`src/ismc_defines.svh`:
```
`ifndef ISMC_DEFINES_SVH
`define ISMC_DEFINES_SVH

// width of the interval counters that count bus-clock periods (T)
`define ISMC_TCNT_W 6
// width of an elapsed-interval value, one bit above the counter
`define ISMC_TELAP_W 7
// default divider from the 125 MHz core clock to one T period
`define ISMC_BCLK_DIV 16

// intervals, in T periods (decimal figure beside each)
`define ISMC_ALE_W_T 7'h01        // 1 T, latch enable width
`define ISMC_ALE_TO_CMD_T 7'h02   // 2 T, latch enable asserted to command
`define ISMC_CMD_STD_T 7'h09      // 9 T, standard command width
`define ISMC_CMD_SHORT16_T 7'h03  // 3 T, shortened command, 16-bit slave
`define ISMC_CMD_SHORT8_T 7'h06   // 6 T, shortened command, 8-bit slave
`define ISMC_HOLD_MEM_T 7'h0A     // 10 T, address hold after memory command
`define ISMC_HOLD_SMEM_T 7'h0A    // 10 T, address hold after system-memory command
`define ISMC_HOLD_IO_T 7'h13      // 19 T, address hold after i/o command
`define ISMC_CMD_TO_ALE_T 7'h0A   // 10 T, command asserted to next latch enable
`define ISMC_CMD_TO_CMD_T 7'h0C   // 12 T, same-type command spacing
`define ISMC_RECOVERY_T 7'h03     // 3 T, command negated to next command
`define ISMC_NEG_TO_ALE_T 7'h01   // 1 T, command negated to next latch enable

`endif

```
`src/ismc_pkg.sv`:
```
package ismc_pkg;

   // kind of bus access
   typedef enum logic [1:0] {
      ISMC_KIND_MEM,
      ISMC_KIND_SMEM,
      ISMC_KIND_IO
   } ismc_kind_t;

   // sequencer states
   typedef enum logic [1:0] {
      ISMC_ST_IDLE,
      ISMC_ST_ALE,
      ISMC_ST_SETUP,
      ISMC_ST_CMD
   } ismc_state_t;

endpackage

```
`src/ismc_seq.sv`:
```
// Operation
// - memory command holds address ten periods
// - system-memory command holds address ten periods
// - i/o command holds address nineteen periods
// - next latch enable ten periods after command
// - same-type commands twelve periods apart
// - three periods from negation to command
// - command negated before next latch enable
`timescale 1ns/10ps
`include "ismc_defines.svh"

module ismc_seq #(
   parameter int BCLK_DIV = `ISMC_BCLK_DIV
) (
   input wire logic clk,
   input wire logic rst,
   input wire logic req_valid,
   output logic req_ready,
   input wire ismc_pkg::ismc_kind_t req_kind,
   input wire logic req_write,
   input wire logic req_wide,
   input wire logic req_short,
   input wire logic req_hi_byte,
   input wire logic [23:0] req_addr,
   input wire logic [15:0] req_wdata,
   output logic rsp_valid,
   output logic [15:0] rsp_rdata,
   output logic [6:0] la_out,
   output logic [19:0] sa_out,
   output logic sbhe_n,
   output logic addr_latch_n,
   output logic mem_rd_n,
   output logic mem_wr_n,
   output logic smem_rd_n,
   output logic smem_wr_n,
   output logic io_rd_n,
   output logic io_wr_n,
   input wire logic [15:0] sd_in,
   output logic [15:0] sd_out,
   output logic sd_oe,
   input wire logic chan_rdy
);
   import ismc_pkg::*;

   ////////////////////////////////////////////////////////////////////////////
   // declarations
   logic [7:0] div_r;                 // core clocks within one period
   logic tick;                        // one-cycle pulse per period
   ismc_state_t st_r;                 // sequencer state
   ismc_state_t st_nxt;
   logic [`ISMC_TCNT_W-1:0] ph_r;     // periods since latch enable / command
   ismc_kind_t kind_r;                // kind of access in flight
   ismc_kind_t last_kind_r;           // kind of the last command issued
   logic wr_r;                        // access in flight is a write
   logic [`ISMC_TELAP_W-1:0] len_r;   // command length for this access
   logic [23:0] addr_r;               // latched address
   logic bhe_r;                       // high byte enabled
   logic [15:0] wdata_r;              // write data
   logic ale_r;                       // latch enable active
   logic cmd_act_r;                   // command strobe active
   logic oe_r;                        // data bus driven
   logic rsp_valid_r;                 // answer pulse
   logic [15:0] rdata_r;              // captured read data
   logic [`ISMC_TCNT_W-1:0] on_cnt;   // periods since command asserted
   logic [`ISMC_TCNT_W-1:0] off_cnt;  // periods since command negated
   logic [`ISMC_TELAP_W-1:0] on_elap; // periods elapsed at this tick
   logic [`ISMC_TELAP_W-1:0] off_elap;
   logic [`ISMC_TELAP_W-1:0] ph_elap;
   logic [`ISMC_TELAP_W-1:0] hold_need; // address hold after last command
   logic [`ISMC_TELAP_W-1:0] len_sel;   // length chosen for a new request
   logic ale_ok;                      // a new latch enable is legal
   logic cmd_ok;                      // the command may be asserted
   logic ale_start;
   logic ale_end;
   logic cmd_start;
   logic cmd_done;

   ////////////////////////////////////////////////////////////////////////////
   // period divider: every interval below counts these ticks
   assign tick = (div_r == 8'(BCLK_DIV - 1));

   always_ff @(posedge clk)
   begin
      if (rst || tick)
         div_r <= 8'h00;
      else
         div_r <= div_r + 8'h01;
   end

   // periods since the last command edges
   ismc_tick_ctr #(.W(`ISMC_TCNT_W)) u_on_ctr (
      .clk(clk),
      .rst(rst),
      .tick(tick),
      .clear(cmd_start),
      .count(on_cnt)
   );

   ismc_tick_ctr #(.W(`ISMC_TCNT_W)) u_off_ctr (
      .clk(clk),
      .rst(rst),
      .tick(tick),
      .clear(cmd_done),
      .count(off_cnt)
   );

   ////////////////////////////////////////////////////////////////////////////
   // spacing decode; elapsed counts include the current tick
   assign on_elap = {1'b0, on_cnt} + 7'h01;
   assign off_elap = {1'b0, off_cnt} + 7'h01;
   assign ph_elap = {1'b0, ph_r} + 7'h01;

   // address may only move once the last command's hold has run out
   assign hold_need = (last_kind_r == ISMC_KIND_IO) ? `ISMC_HOLD_IO_T :
                      (last_kind_r == ISMC_KIND_SMEM) ? `ISMC_HOLD_SMEM_T :
                      `ISMC_HOLD_MEM_T;

   assign ale_ok = (on_elap >= hold_need) &&
                   (on_elap >= `ISMC_CMD_TO_ALE_T) &&
                   (off_elap >= `ISMC_NEG_TO_ALE_T) &&
                   !cmd_act_r;

   assign cmd_ok = (ph_elap >= `ISMC_ALE_TO_CMD_T) &&
                   (off_elap >= `ISMC_RECOVERY_T) &&
                   ((kind_r != last_kind_r) || (on_elap >= `ISMC_CMD_TO_CMD_T));

   // command length by access kind, slave width and shortening
   assign len_sel = (!req_short || req_kind == ISMC_KIND_IO) ? `ISMC_CMD_STD_T :
                    req_wide ? `ISMC_CMD_SHORT16_T : `ISMC_CMD_SHORT8_T;

   assign req_ready = (st_r == ISMC_ST_IDLE) && tick && ale_ok;
   assign ale_start = req_ready && req_valid;
   assign ale_end = (st_r == ISMC_ST_ALE) && tick && (ph_elap >= `ISMC_ALE_W_T);
   assign cmd_start = (st_r == ISMC_ST_SETUP) && tick && cmd_ok;
   // slave extends by holding ready low; sampled only once length is met
   assign cmd_done = (st_r == ISMC_ST_CMD) && tick && (ph_elap >= len_r) && chan_rdy;

   ////////////////////////////////////////////////////////////////////////////
   // next state
   always_comb
   begin
      st_nxt = st_r;
      unique case (st_r)
         ISMC_ST_IDLE:
            if (ale_start)
               st_nxt = ISMC_ST_ALE;
         ISMC_ST_ALE:
            if (ale_end)
               st_nxt = ISMC_ST_SETUP;
         ISMC_ST_SETUP:
            if (cmd_start)
               st_nxt = ISMC_ST_CMD;
         ISMC_ST_CMD:
            if (cmd_done)
               st_nxt = ISMC_ST_IDLE;
      endcase
   end

   ////////////////////////////////////////////////////////////////////////////
   // state and phase counter
   always_ff @(posedge clk)
   begin
      if (rst)
      begin
         st_r <= ISMC_ST_IDLE;
         ph_r <= '0;
      end
      else
      begin
         st_r <= st_nxt;
         if (ale_start || cmd_start)
            ph_r <= '0;
         else if (tick && !(&ph_r))
            ph_r <= ph_r + 1'b1;
      end
   end

   ////////////////////////////////////////////////////////////////////////////
   // request capture at latch enable; address stays until the next one
   always_ff @(posedge clk)
   begin
      if (rst)
      begin
         kind_r <= ISMC_KIND_MEM;
         wr_r <= 1'b0;
         len_r <= `ISMC_CMD_STD_T;
         addr_r <= 24'h00_0000;
         bhe_r <= 1'b0;
         wdata_r <= 16'h0000;
      end
      else if (ale_start)
      begin
         kind_r <= req_kind;
         wr_r <= req_write;
         len_r <= len_sel;
         addr_r <= req_addr;
         bhe_r <= req_hi_byte;
         wdata_r <= req_wdata;
      end
   end

   ////////////////////////////////////////////////////////////////////////////
   // strobes, data drive and the answer
   always_ff @(posedge clk)
   begin
      if (rst)
      begin
         ale_r <= 1'b0;
         cmd_act_r <= 1'b0;
         oe_r <= 1'b0;
         last_kind_r <= ISMC_KIND_MEM;
         rsp_valid_r <= 1'b0;
         rdata_r <= 16'h0000;
      end
      else
      begin
         rsp_valid_r <= cmd_done;
         if (ale_start)
            ale_r <= 1'b1;
         else if (ale_end)
            ale_r <= 1'b0;
         if (cmd_start)
         begin
            cmd_act_r <= 1'b1;
            last_kind_r <= kind_r;
         end
         else if (cmd_done)
         begin
            cmd_act_r <= 1'b0;
            // read data taken as the command ends
            rdata_r <= wr_r ? rdata_r : sd_in;
         end
         // write data driven from latch enable until the command ends
         if (ale_start)
            oe_r <= req_write;
         else if (cmd_done)
            oe_r <= 1'b0;
      end
   end

   ////////////////////////////////////////////////////////////////////////////
   // pin decode
   assign addr_latch_n = !ale_r;
   assign la_out = addr_r[23:17];
   assign sa_out = addr_r[19:0];
   assign sbhe_n = !bhe_r;
   assign mem_rd_n = !(cmd_act_r && kind_r == ISMC_KIND_MEM && !wr_r);
   assign mem_wr_n = !(cmd_act_r && kind_r == ISMC_KIND_MEM && wr_r);
   assign smem_rd_n = !(cmd_act_r && kind_r == ISMC_KIND_SMEM && !wr_r);
   assign smem_wr_n = !(cmd_act_r && kind_r == ISMC_KIND_SMEM && wr_r);
   assign io_rd_n = !(cmd_act_r && kind_r == ISMC_KIND_IO && !wr_r);
   assign io_wr_n = !(cmd_act_r && kind_r == ISMC_KIND_IO && wr_r);
   assign sd_out = wdata_r;
   assign sd_oe = oe_r;
   assign rsp_valid = rsp_valid_r;
   assign rsp_rdata = rdata_r;

   ////////////////////////////////////////////////////////////////////////////
   // checking: core-clock counts since the command edges
   localparam int HOLD_MEM_CYC = int'(`ISMC_HOLD_MEM_T) * BCLK_DIV;
   localparam int HOLD_SMEM_CYC = int'(`ISMC_HOLD_SMEM_T) * BCLK_DIV;
   localparam int HOLD_IO_CYC = int'(`ISMC_HOLD_IO_T) * BCLK_DIV;
   localparam int CMD_ALE_CYC = int'(`ISMC_CMD_TO_ALE_T) * BCLK_DIV;
   localparam int CMD_CMD_CYC = int'(`ISMC_CMD_TO_CMD_T) * BCLK_DIV;
   localparam int RECOV_CYC = int'(`ISMC_RECOVERY_T) * BCLK_DIV;
   localparam int NEG_ALE_CYC = int'(`ISMC_NEG_TO_ALE_T) * BCLK_DIV;

   logic [15:0] cyc_on_r;  // core clocks since command asserted
   logic [15:0] cyc_off_r; // core clocks since command negated
   logic seen_on_r;        // a command has been asserted
   logic seen_off_r;       // a command has been negated

   // free-running measure, independent of the period counters
   always_ff @(posedge clk)
   begin
      if (rst)
      begin
         cyc_on_r <= 16'h0000;
         cyc_off_r <= 16'h0000;
         seen_on_r <= 1'b0;
         seen_off_r <= 1'b0;
      end
      else
      begin
         cyc_on_r <= cmd_start ? 16'h0000 : cyc_on_r + {15'h0000, !(&cyc_on_r)};
         cyc_off_r <= cmd_done ? 16'h0000 : cyc_off_r + {15'h0000, !(&cyc_off_r)};
         seen_on_r <= seen_on_r || cmd_start;
         seen_off_r <= seen_off_r || cmd_done;
      end
   end
endmodule

```
`src/ismc_tick_ctr.sv`:
```
`timescale 1ns/10ps
`include "ismc_defines.svh"

// saturating counter of bus-clock periods since the last clear
module ismc_tick_ctr #(
   parameter int W = `ISMC_TCNT_W
) (
   input wire logic clk,
   input wire logic rst,
   input wire logic tick,
   input wire logic clear,
   output logic [W-1:0] count
);

   logic [W-1:0] count_r; // periods elapsed, saturates at all ones

   ////////////////////////////////////////////////////////////////////////////
   // count; reset starts saturated so the first access is never held off
   always_ff @(posedge clk)
   begin
      if (rst)
         count_r <= '1;
      else if (clear)
         count_r <= '0;
      else if (tick && !(&count_r))
         count_r <= count_r + 1'b1;
   end

   assign count = count_r;

endmodule

```
`config.mk`:
```
export PLATFORM = sky130hd
export DESIGN_NAME = ismc_seq
export DESIGN_NICKNAME = d
export VERILOG_FILES = /design/src/ismc_pkg.sv /design/src/ismc_seq.sv /design/src/ismc_tick_ctr.sv
export VERILOG_INCLUDE_DIRS = /design/src /design/src/src
export SDC_FILE = /design/constraint.sdc
export NUM_CORES = 1
export LEC_CHECK = 0
export BUFFER_PORTS_ARGS = -buffer_cell sky130_fd_sc_hd__buf_2
export CORE_MARGIN = 10
export CORE_UTILIZATION = 44
export DETAILED_ROUTE_END_ITERATION = 10
export PLACE_DENSITY_LB_ADDON = 0.15
export SYNTH_ARGS = -nofsm -noshare
export SYNTH_HDL_FRONTEND = slang
export SYNTH_SLANG_ARGS = --single-unit
export TNS_END_PERCENT = 5
```
`constraint.sdc`:
```
create_clock -name clk -period 3.2 [get_ports clk]
set_input_delay 0.16 -clock clk [delete_from_list [all_inputs] [get_ports clk]]
set_output_delay 0.16 -clock clk [all_outputs]
set_load 0.01 [all_outputs]
```
Word-level counts from Yosys, hierarchy flattened --
Index checks and enable logic that the tools add are counted. W data, S select, Z words.
Word-level totals: register bits after elaboration 101, output and inout port bits 70, word-level logic and storage cells 122
Operators by class: add/sub/neg operators 7, magnitude comparators 8, eq/ne operators 13, muxes and demuxes 17, bitwise operators 2, reduce and logical (&&, ||, !) cells 58
Operators with widths (count):
- $logic_and A1 B1 Y1 | 27
- $mux W6 | 4
- $add A6 B1 Y7 const B | 3
- $add A6 B1 Y6 const B | 3
- $reduce_and A6 Y1 | 3
- $ge A7 B1 Y1 const B | 2
- $ge A7 B2 Y1 const B | 2
- $ge A7 B4 Y1 const B | 2
- $logic_not A1 Y1 | 14
- $eq A2 B2 Y1 const B | 5
- $reduce_bool A2 Y1 | 5
- $add A8 B1 Y8 const B | 1
- $eq A8 B4 Y1 const B | 1
- $mux W2 | 4
- $ne A2 B2 Y1 const B | 4
- $pmux W2 S4 | 1
- $ge A7 B5 Y1 | 1
- $ge A7 B7 Y1 | 1
- $mux W1 | 5
- $mux W5 | 1
- $eq A2 B1 Y1 const B | 2
- $logic_not A2 Y1 | 2
- $logic_or A1 B1 Y1 | 4
- $mux W4 | 1
- other kinds (6) | 7

Logic depth before layout (Yosys ltp) --
Gate-level depths: netlist of run 1.
depth after elaboration 10, gate-level depth with buffers 13, depth with buffers taken out 11

By module --
From an unflattened synthesis of run 1, not the netlist that was laid out.
Second synthesis, totals: cell total of the unflattened synthesis 561, area, all modules 4718.3 um2
By module, submodules not included:
- ismc_seq | instances 1, cells each 481, area an instance 4037.6 um2, seq. area each 1721.7 um2
- ismc_tick_ctr | instances 2, cells each 40, area an instance 340.3 um2, seq. area each 120.1 um2

Worst setup path before layout of run 1 --
Ideal clock, no wire load.
kind register to register, start reg u_on_ctr.count_r[0] (netlist: u_on_ctr.count[0]), end reg ph_r[4], library setup time 0.088 ns, arrival time 2.945 ns, data required time 3.112 ns, path slack 0.167 ns, stages on the path, launching flop included 13, clock period less this slack 3.033 ns, cell sequence dfxtp_1 > nand3_1 > xor2_1 > inv_1 > ha_1 > nor2b_1 > a221oi_2 > a21oi_1 > o311ai_4 > inv_2 > or3_1 > buf_2 > a311oi_2
On the way: word-level cells in the longest chain between the ends 9, elaborated cells on any way between the ends 14
Ends and longest elaborated chain:
- from (decl) | line ismc_tick_ctr.sv:15 | logic [W-1:0] count_r;
- from (signal assigned) | line ismc_tick_ctr.sv:26 | count_r <= count_r + 1'b1;
- $add A6 B1 Y7 * | line ismc_seq.sv:109 | assign on_elap = {1'b0, on_cnt} + 7'h01;
- $ge A7 B5 Y1 or $ge A7 B4 Y1 (tied branches)
- $logic_and A1 B1 Y1 (3 in a row) | line ismc_seq.sv:118 | assign ale_ok = (on_elap >= hold_need) &&
- $logic_and A1 B1 Y1 | line ismc_seq.sv:131 | assign req_ready = (st_r == ISMC_ST_IDLE) && tick && ale_ok;
- $logic_and A1 B1 Y1 | line ismc_seq.sv:132 | assign ale_start = req_ready && req_valid;
- $logic_or A1 B1 Y1 * | line ismc_seq.sv:171 | if (ale_start || cmd_start)
- $reduce_or A2 Y1 (no source line) *
- to (signal assigned) | line ismc_seq.sv:174 | ph_r <= ph_r + 1'b1;
- to (decl) | line ismc_seq.sv:51 | logic [`ISMC_TCNT_W-1:0] ph_r;
Mark *: on every way between the ends. The rest lies on a longest branch, timed or not. A chain may end at the register's enable or synchronous reset.

Worst setup path in the final report of run 1 --
start reg u_on_ctr.count_r[1] (netlist: u_on_ctr.count[1]), end reg ph_r[4]
Same word-level chain as after synthesis.

==> impl_summary.log, run 1 <==
INFO  metric result_of_the_run = completed
INFO  metric setup_total_negative_slack = 0 ns
INFO  metric multiInputGateArea = 2290 um2
INFO  metric leading_cell_type_in_the_layout_fill_and_taps_excluded = buf_2
INFO  metric antenna-diode-count = 0
INFO  metric cts.reportedPaths.clkPinSlew = 0.11 ns
INFO  metric tightest_slew = 0.9852 ns
INFO  metric relative_slew_slack = 34.32%
INFO  metric synth_warnings = 0
INFO  metric synth_enable_flop_cells = 0
INFO  metric final_layout_size_suffix_gt1_share = 26.66%
INFO  metric hold_viol_final = 0
INFO  metric cts_sink_cnt = 98
INFO  metric powerDensity = 391.3 nW/um2
INFO  metric layout.area.seq = 1963 um2
INFO  metric postSynth.topFlopCell = dfxtp_1
INFO  metric core_area = 9819 um2
INFO  metric initial_core_util = 45.34%
INFO  metric cp-start-kind = flip-flop
INFO  metric final_util = 56.38%
INFO  metric core.rowCount = 36
INFO  metric synthToLayoutAreaGrowth = 24.37%
INFO  metric drt-vias-per-instance = 4.897
INFO  metric cap_viol_max_count = 0
INFO  metric avgRoutedWirePerCell = 14.43 um
INFO  metric ctsLongestPathBuffers = 2
INFO  metric yosys_register_bits = 98
INFO  metric crit_path_cell_trace = nand3_1 > xor2_2 > inv_1 > ha_1 > nor2b_1 > a221oi_2 > a21oi_1 > o311ai_4 > inv_2 > or3_4 > a311oi_2
INFO  metric initial_antenna_violation_count = 2
INFO  metric r2r-start = u_on_ctr.count[1]
INFO  metric layout.cells.most_common_list = 135 x buf_2, 108 x nand2_1, 97 x dfxtp_1
INFO  metric period_minus_slack = 2.938 ns
INFO  metric critical_path.slowest_cell = or3_4
INFO  metric ys_types = 51
INFO  metric tritoncts = done
INFO  metric setup.worst_path.class = flip-flop to flip-flop
INFO  metric gpl.final_weighted_congestion = 0.8135
INFO  metric grt_first_pass_wirelength = 18790 um
INFO  metric horizontal_die_dimension = 120.6 um
INFO  metric worst_hold_path_type = primary input to flip-flop
INFO  metric pin_count = 136
INFO  metric synthesis.area = 4452 um2
INFO  metric worst_clock_skew = 0.01518 ns
INFO  metric drt_first_pass_iters = 4
INFO  metric rsz0062_at_grt = false
INFO  metric detailroute.via_count = 3903
INFO  metric ctsHtreeMaxLevel = 3
INFO  metric end_kind = flip-flop
INFO  metric grt_start_max_net_pins = 57
INFO  metric first_global_vias = 3852
INFO  metric worst_skew_pair.late_latency = 0.36 ns
INFO  metric async_flop_share = 0%
INFO  metric totalWireLength = 11500 um
INFO  metric detail_route.drc_violations = 0
INFO  metric report.final.setup_viol = 0
INFO  metric grt_overflow_total = 0
INFO  metric mapped_avg_cell_area = 8.447 um2
INFO  metric min-delay-start = req_wdata[12]
INFO  metric max_freq = 0.3403 GHz
INFO  metric grt_usage = 15.55%
INFO  metric total_leakage_power = 2.545 nW
INFO  metric dp_wirelength = 8541 um
INFO  metric cts_buffers = 9
INFO  metric design.die.area = 14540 um2
INFO  metric crit_path_start = u_on_ctr.count[1]
INFO  metric vdd_drop_max = 203.3 uV
INFO  metric yosysSeqAreaShare = 44.07%
INFO  metric drt_iter0_drc = 204
INFO  metric finalHoldWorstSlack = 0.02379 ns
INFO  metric fill_cells = 953
INFO  metric path_max_fanout = 7
INFO  metric die_height = 120.6 um
INFO  metric min_period_over_period = 91.82%
INFO  metric cts.root.buffer_cell = clkbuf_8
INFO  metric finish.net_count = 745
INFO  metric io_buffer_count = 135
INFO  metric mappedNetlistNets = 613
INFO  metric timing.critical_path.slowest_cell_delay = 0.41 ns
INFO  metric post-place-ws = 0.07520 ns
INFO  metric final-max-slew-violation-count = 0
INFO  metric syn-instance-count = 527
INFO  metric required = 3.47 ns
INFO  metric setup_slack = 0.2618 ns
INFO  metric worst-endpoint-arrival = 3.20 ns
INFO  metric postRouteAntennaNets = 0
==> through the flow <==
| step | cells | instance area [um2] | power [mW] |
|---|---|---|---|
| after floorplan | 527 | 4452 | 1.336 |
| after global placement | 772 | 5233 | 1.389 |
| after detailed placement | 772 | 5233 | 1.392 |
| after CTS | 795 | 5495 | 2.188 |
| after global routing | 797 | 5537 | 2.264 |
| final | 797 | 5537 | 2.167 |
==> report_power, final <==
group	switching, mW	internal (mW)
registers	0.00923	1.23
clock network	0.461	0.321
logic	0.0717	0.0746
total	0.542	1.62
==> registers in the layout (all words and copies together), names as in the netlist <==
| register | cells |
|---|---|
| addr_r | 24 |
| rsp_rdata | 16 |
| sd_out | 16 |
| div_r | 8 |
| ph_r | 6 |
| u_off_ctr.count | 6 |
| u_on_ctr.count | 6 |
| len_r | 4 |
| kind_r | 2 |
| last_kind_r | 2 |
| st_r | 2 |
| ale_r | 1 |
| bhe_r | 1 |
| cmd_act_r | 1 |
| rsp_valid | 1 |
| sd_oe | 1 |
| wr_r | 1 |
==> path summary, 6_finish.rpt <==
kind | end | slack (ns) | cells past startpoint
hold reg to reg | addr_r[11] | 0.46 | 2
hold / removal | sd_out[12] | 0.02 | 3
setup reg to reg | ph_r[4] | 0.26 | 11
setup / recovery | ph_r[4] | 0.26 | 11
==> Yosys cell counts, types with 2 or more instances <==
library cell    n  area, um2
mux2i_1        19      190.2
o21ai_0        13      65.06
nor2b_1         4      25.02
nand4_1         2      12.51
buf_4           4      30.03
xnor2_1        13      113.9
nand3_1        12      60.06
dfxtp_1        98       1962
nor3_1         10      50.05
nand2b_1        5      31.28
o21bai_1       10      75.07
nand2_1       108      405.4
and2_1          2      12.51
inv_1          20      75.07
nor3b_1         3      22.52
a31oi_1         2      12.51
a21oi_1        60      300.3
nor2_1         43      161.4
xor2_1         11      96.34
buf_2           4      20.02
a21o_1          5      37.54
nand4b_1        4      35.03
or3_1           4      25.02
clkbuf_1       22      82.58
nand3b_1        4      30.03
ha_1           20      250.2
==> routing by layer <==
| layer | share of wire, % | vias to the layer above | track usage [%] |
|---|---|---|---|
| met5 | 0 | - | 0 |
| met4 | 0.31 | 0 | 3.167 |
| met3 | 9.5 | 2 | 7.911 |
| met2 | 49 | 97 | 25.92 |
| met1 | 41 | 1775 | 17.49 |
| li1 | - | 2029 | - |
==> layout make-up <==
type                            count  share of cell area, %
Multi-Input combinational cell    377                  41.36
Clock buffer                       10                  2.486
Inverter                           21                  1.424
Clock inverter                      6                 0.9944
Tap cell                          133                  3.006
Timing Repair Buffer              152                  15.28
Sequential cell                    98                  35.46
==> cell families (layout without fill, tap and decap cells) <==
group,Yosys count,in the layout,synth area share [%]
simple gates,209,209,21.14
compound gates,104,104,14.92
flops,98,98,44.07
buf+inv,52,189,5.003
xor+xnor,24,24,4.722
fa+ha+maj,20,20,5.621
mux,20,20,4.525
==> timing repair <==
action,4_1_cts,5_1_grt
hold endpoints to repair,7,0
resized for setup,0,3
buffers inserted,0,2
hold buffers,7,0
endpoints found under the setup margin,0,29
==> critical path: cells and delay by family, from the launching register on <==
family,cells,cell delay [ns]
compound gates,4,1.07
xor+xnor,1,0.21
fa+ha+maj,1,0.32
buf+inv,2,0.13
flops,1,0.39
simple gates,3,0.72
Power figures use the tool's default switching activity.
==> inputs of run 2 (changes only) <==
--- a/config.mk
+++ b/config.mk
@@ -13,5 +13,6 @@
 export PLACE_DENSITY_LB_ADDON = 0.15
 export SYNTH_ARGS = -nofsm -noshare
 export SYNTH_HDL_FRONTEND = slang
+export SYNTH_HIERARCHICAL = 1
 export SYNTH_SLANG_ARGS = --single-unit
 export TNS_END_PERCENT = 5
==> run 2 against run 1 <==
Net effect:
- wire length up 4.8%
- non-clock buffer count down 5
- largest cell class unchanged
- synthesized area up 6.0%
==> impl_summary.log, run 2 <==
INFO  metric max_freq = 0.3420 GHz (+0.48%)
INFO  metric cap_viol_max_count = 0 (unchanged)
INFO  metric grt_start_max_net_pins = 49 (-14%)
INFO  metric worst_hold_path_type = primary input to flip-flop
INFO  metric initial_core_util = 45.50% (+0.16 points)
INFO  metric synth_top_cells_by_area = dfxtp_1 42%, nand2_1 8.7%, a21oi_1 6.9%
INFO  metric yosys_register_bits = 98 (unchanged)
INFO  metric leading_cell_type_in_the_layout_fill_and_taps_excluded = buf_2
INFO  metric grt_overflow_total = 0 (unchanged)
INFO  metric detail_route.drc_violations = 0 (unchanged)
INFO  metric total_leakage_power = 2.665 nW (+4.7%)
INFO  metric multiInputGateArea = 2454 um2 (+7.2%)
INFO  metric final_cells = 829 (+4.0%)
INFO  metric largest-register = addr_r
INFO  metric synthesis.area = 4718 um2 (+6.0%)
INFO  metric worstReg2RegEnd = rsp_rdata[13]
INFO  metric path_max_fanout = 16 (+9)
INFO  metric detailroute.via_count = 4251 (+8.9%)
INFO  metric crit_path_start = ph_r[0]
INFO  metric finish.net_count = 778 (+4.4%)
INFO  metric ctsLongestPathBuffers = 2 (unchanged)
INFO  metric synth_warnings = 6 (+6)
INFO  metric ctsHtreeMaxLevel = 3 (unchanged)
INFO  metric powerDensity = 367.5 nW/um2 (-6.1%)
INFO  metric drt_first_pass_iters = 5 (+1)
INFO  metric setup.worst_path.class = flip-flop to flip-flop
INFO  metric min_period_over_period = 91.38% (-0.44 points)
INFO  metric post-synth-top-count-cell = nand2_1
INFO  metric drt-vias-per-instance = 5.128 (+4.7%)
INFO  metric final-max-slew-violation-count = 0 (unchanged)
INFO  metric final_layout_size_suffix_gt1_share = 25.14% (-1.5 points)
INFO  metric tritoncts = done
INFO  metric worst_skew_pair.late_latency = 0.37 ns (about the same)
INFO  metric worst-endpoint-arrival = 3.16 ns (-0.04 ns)
INFO  metric gpl.final_weighted_congestion = 0.8478 (+4.2%)
INFO  metric cts.reportedPaths.clkPinSlew = 0.09 ns (-0.02 ns)
INFO  metric cts_buffers = 9 (unchanged)
INFO  metric synth_common_cells = 109 x nand2_1, 98 x dfxtp_1, 65 x a21oi_1
INFO  metric cts_sink_cnt = 98 (unchanged)
INFO  metric post-place-ws = 0.3300 ns (+0.2548 ns)
INFO  metric core.rowCount = 37 (+2.8%)
INFO  metric layout.area.seq = 1962 um2 (about the same)
INFO  metric synth_enable_flop_cells = 0 (unchanged)
INFO  metric die_height = 123.6 um (+2.5%)
INFO  metric tightest_slew = 0.6706 ns (-0.3146 ns)
INFO  metric report.final.setup_viol = 0 (unchanged)
INFO  metric totalWireLength = 12050 um (+4.8%)
INFO  metric synth.top_cell.area_share = 41.58% (-2.5 points)
INFO  metric cts.root.buffer_cell = clkbuf_8
INFO  metric mappedNetlistNets = 650 (+6.0%)
INFO  metric setup_slack = 0.2758 ns (+0.01402 ns)
INFO  metric largest_register_ffs = 24 (unchanged)
INFO  metric hold_viol_final = 0 (unchanged)
INFO  metric ys_types = 62 (+22%)
INFO  metric fill_cells = 990 (+3.9%)
INFO  metric rsz0062_at_grt = false
INFO  metric dp_cells = 809 (+4.8%)
INFO  metric horizontal_die_dimension = 123.6 um (+2.5%)
INFO  metric drt_iter0_drc = 177 (-13%)
INFO  metric core_area = 10370 um2 (+5.6%)
INFO  metric layout.cells.most_common_list = 135 x buf_2, 109 x nand2_1, 98 x dfxtp_1
INFO  metric worst_clock_skew = 0.01293 ns (-0.002259 ns)
INFO  metric avgRoutedWirePerCell = 14.53 um (+0.74%)
INFO  metric register_to_register_setup_slack = 0.28 ns (about the same)
INFO  metric setup_total_negative_slack = 0 ns (unchanged)
INFO  metric grt_first_pass_wirelength = 19430 um (+3.4%)
INFO  metric required = 3.43 ns (-0.04 ns)
INFO  metric vdd_drop_max = 319.6 uV (+57%)
INFO  metric syn-instance-count = 561 (+6.5%)
INFO  metric design.die.area = 15270 um2 (+5.0%)
INFO  metric synth.largest_area_cell = dfxtp_1
INFO  metric initial_antenna_violation_count = 0 (-2)
INFO  metric yosysSeqAreaShare = 41.58% (-2.5 points)
INFO  metric synthToLayoutAreaGrowth = 20.13%
INFO  metric r2r.worst_path.cells = 11 (unchanged)
INFO  metric dp_wirelength = 8943 um (+4.7%)
INFO  metric r2r-start = ph_r[0]
INFO  metric relative_slew_slack = 55.29% (+21 points)
INFO  metric grt_usage = 15.62% (+0.075 points)
INFO  metric end_kind = flip-flop
INFO  metric crit_path_end = rsp_rdata[13]
INFO  metric postCtsSetupBuffers = 0 (unchanged)
INFO  metric result_of_the_run = completed
INFO  metric io_buffer_count = 135 (unchanged)
INFO  metric postSynth.topFlopCell = dfxtp_1
INFO  metric async_flop_share = 0% (unchanged)
INFO  metric first_global_vias = 4064 (+5.5%)
INFO  metric cp-start-kind = flip-flop
INFO  metric mapped_avg_cell_area = 8.410 um2 (-0.44%)
INFO  metric postRouteAntennaNets = 0 (unchanged)
INFO  metric pin_count = 136 (unchanged)
INFO  metric period_minus_slack = 2.924 ns (-0.01402 ns)
[run 2: cell types whose count changed in the layout (fill, tap and decap cells not counted), moves of 6 or more]
cell and delta:
mux2i_1 +6, nand4_1 +8, nor2_2 +6, o21ai_0 -6, o21bai_1 -9, xnor2_1 -7
[run 2: logic make-up after synthesis]
kind of cell    count (synthesis)  share of synthesized area, %
mux                            25                         5.304
buf+inv                        58                         6.417
simple gates                  236                         24.26
compound gates                108                         13.92
xor+xnor                       13                         2.413
flops                          98                         41.58
fa+ha+maj                      23                         6.099
[run 2: power breakdown]
| part | internal (mW) | leakage [nW] | switching (mW) |
|---|---|---|---|
| combinational | 0.0407 | 1.78 | 0.0375 |
| sequential | 1.22 | 0.790 | 0.00300 |
| clock | 0.377 | 0.0925 | 0.404 |
[run 2: layer usage]
metal,vias to the layer above,global-route usage (%),wire (um)
li1,2174,-,-
met1,1932,18.43,5120
met2,133,23.83,5474
met3,12,9.298,1338
met4,0,3.712,114
met5,-,0,0
[run 2: layout make-up]
cell class                 instances  share of cell area (%)
timing repair buffer             147                   13.95
clock inverter                     2                  0.6843
sequential                        98                   34.61
inverter                          28                   1.854
clock buffer                      12                   2.561
multi-input combinational        405                   43.29
tap                              136                   3.002
antenna                            1                 0.04415
[run 2: worst min-delay path by stage]
stage | from | endpoint | slack [ns] | depth (start not counted)
2_1_floorplan | rst | u_off_ctr/count[3] | 0.26 | 2
3_3_place_gp | sd_in[12] | rsp_rdata[12] | 0.39 | 3
3_5_place_dp | sd_in[4] | rsp_rdata[4] | 0.40 | 3
4_1_cts | req_addr[22] | addr_r[22] | 0.0004 | 3
5_1_grt | req_wdata[5] | sd_out[5] | 0.003 | 3
6_report | sd_in[1] | rsp_rdata[1] | 0.02 | 3
[run 2: critical path, cell delays in order (launching register included)]
cell and delay [ns]:
dfxtp_1 0.49, ha_1 0.29, xor2_1 0.10, ha_1 0.21, or4_1 0.52, a21oi_1 0.16, o22ai_1 0.13, nand4_2 0.16
a311o_1 0.15, buf_4 0.27, mux2i_1 0.24, nor2_1 0.05
[run 2: timing repair]
item	4_1_cts	5_1_grt
gates resized for setup	0	0
hold buffers	4	1
hold endpoints to repair	4	1
[run 2: per-stage QoR]
step	instance area [um2]	power (mW)	hold WS [ns]	utilization, %
2_1_floorplan	4718	1.283	0.2649	-
4_1_cts	5655	2.120	0.0004265	54.54
5_1_grt	5665	2.169	0.002558	54.63
6_report	5668	2.083	0.01792	54.66
3_3_place_gp	5431	1.326	0.3879	52.38
3_5_place_dp	5431	1.327	0.3977	52.38
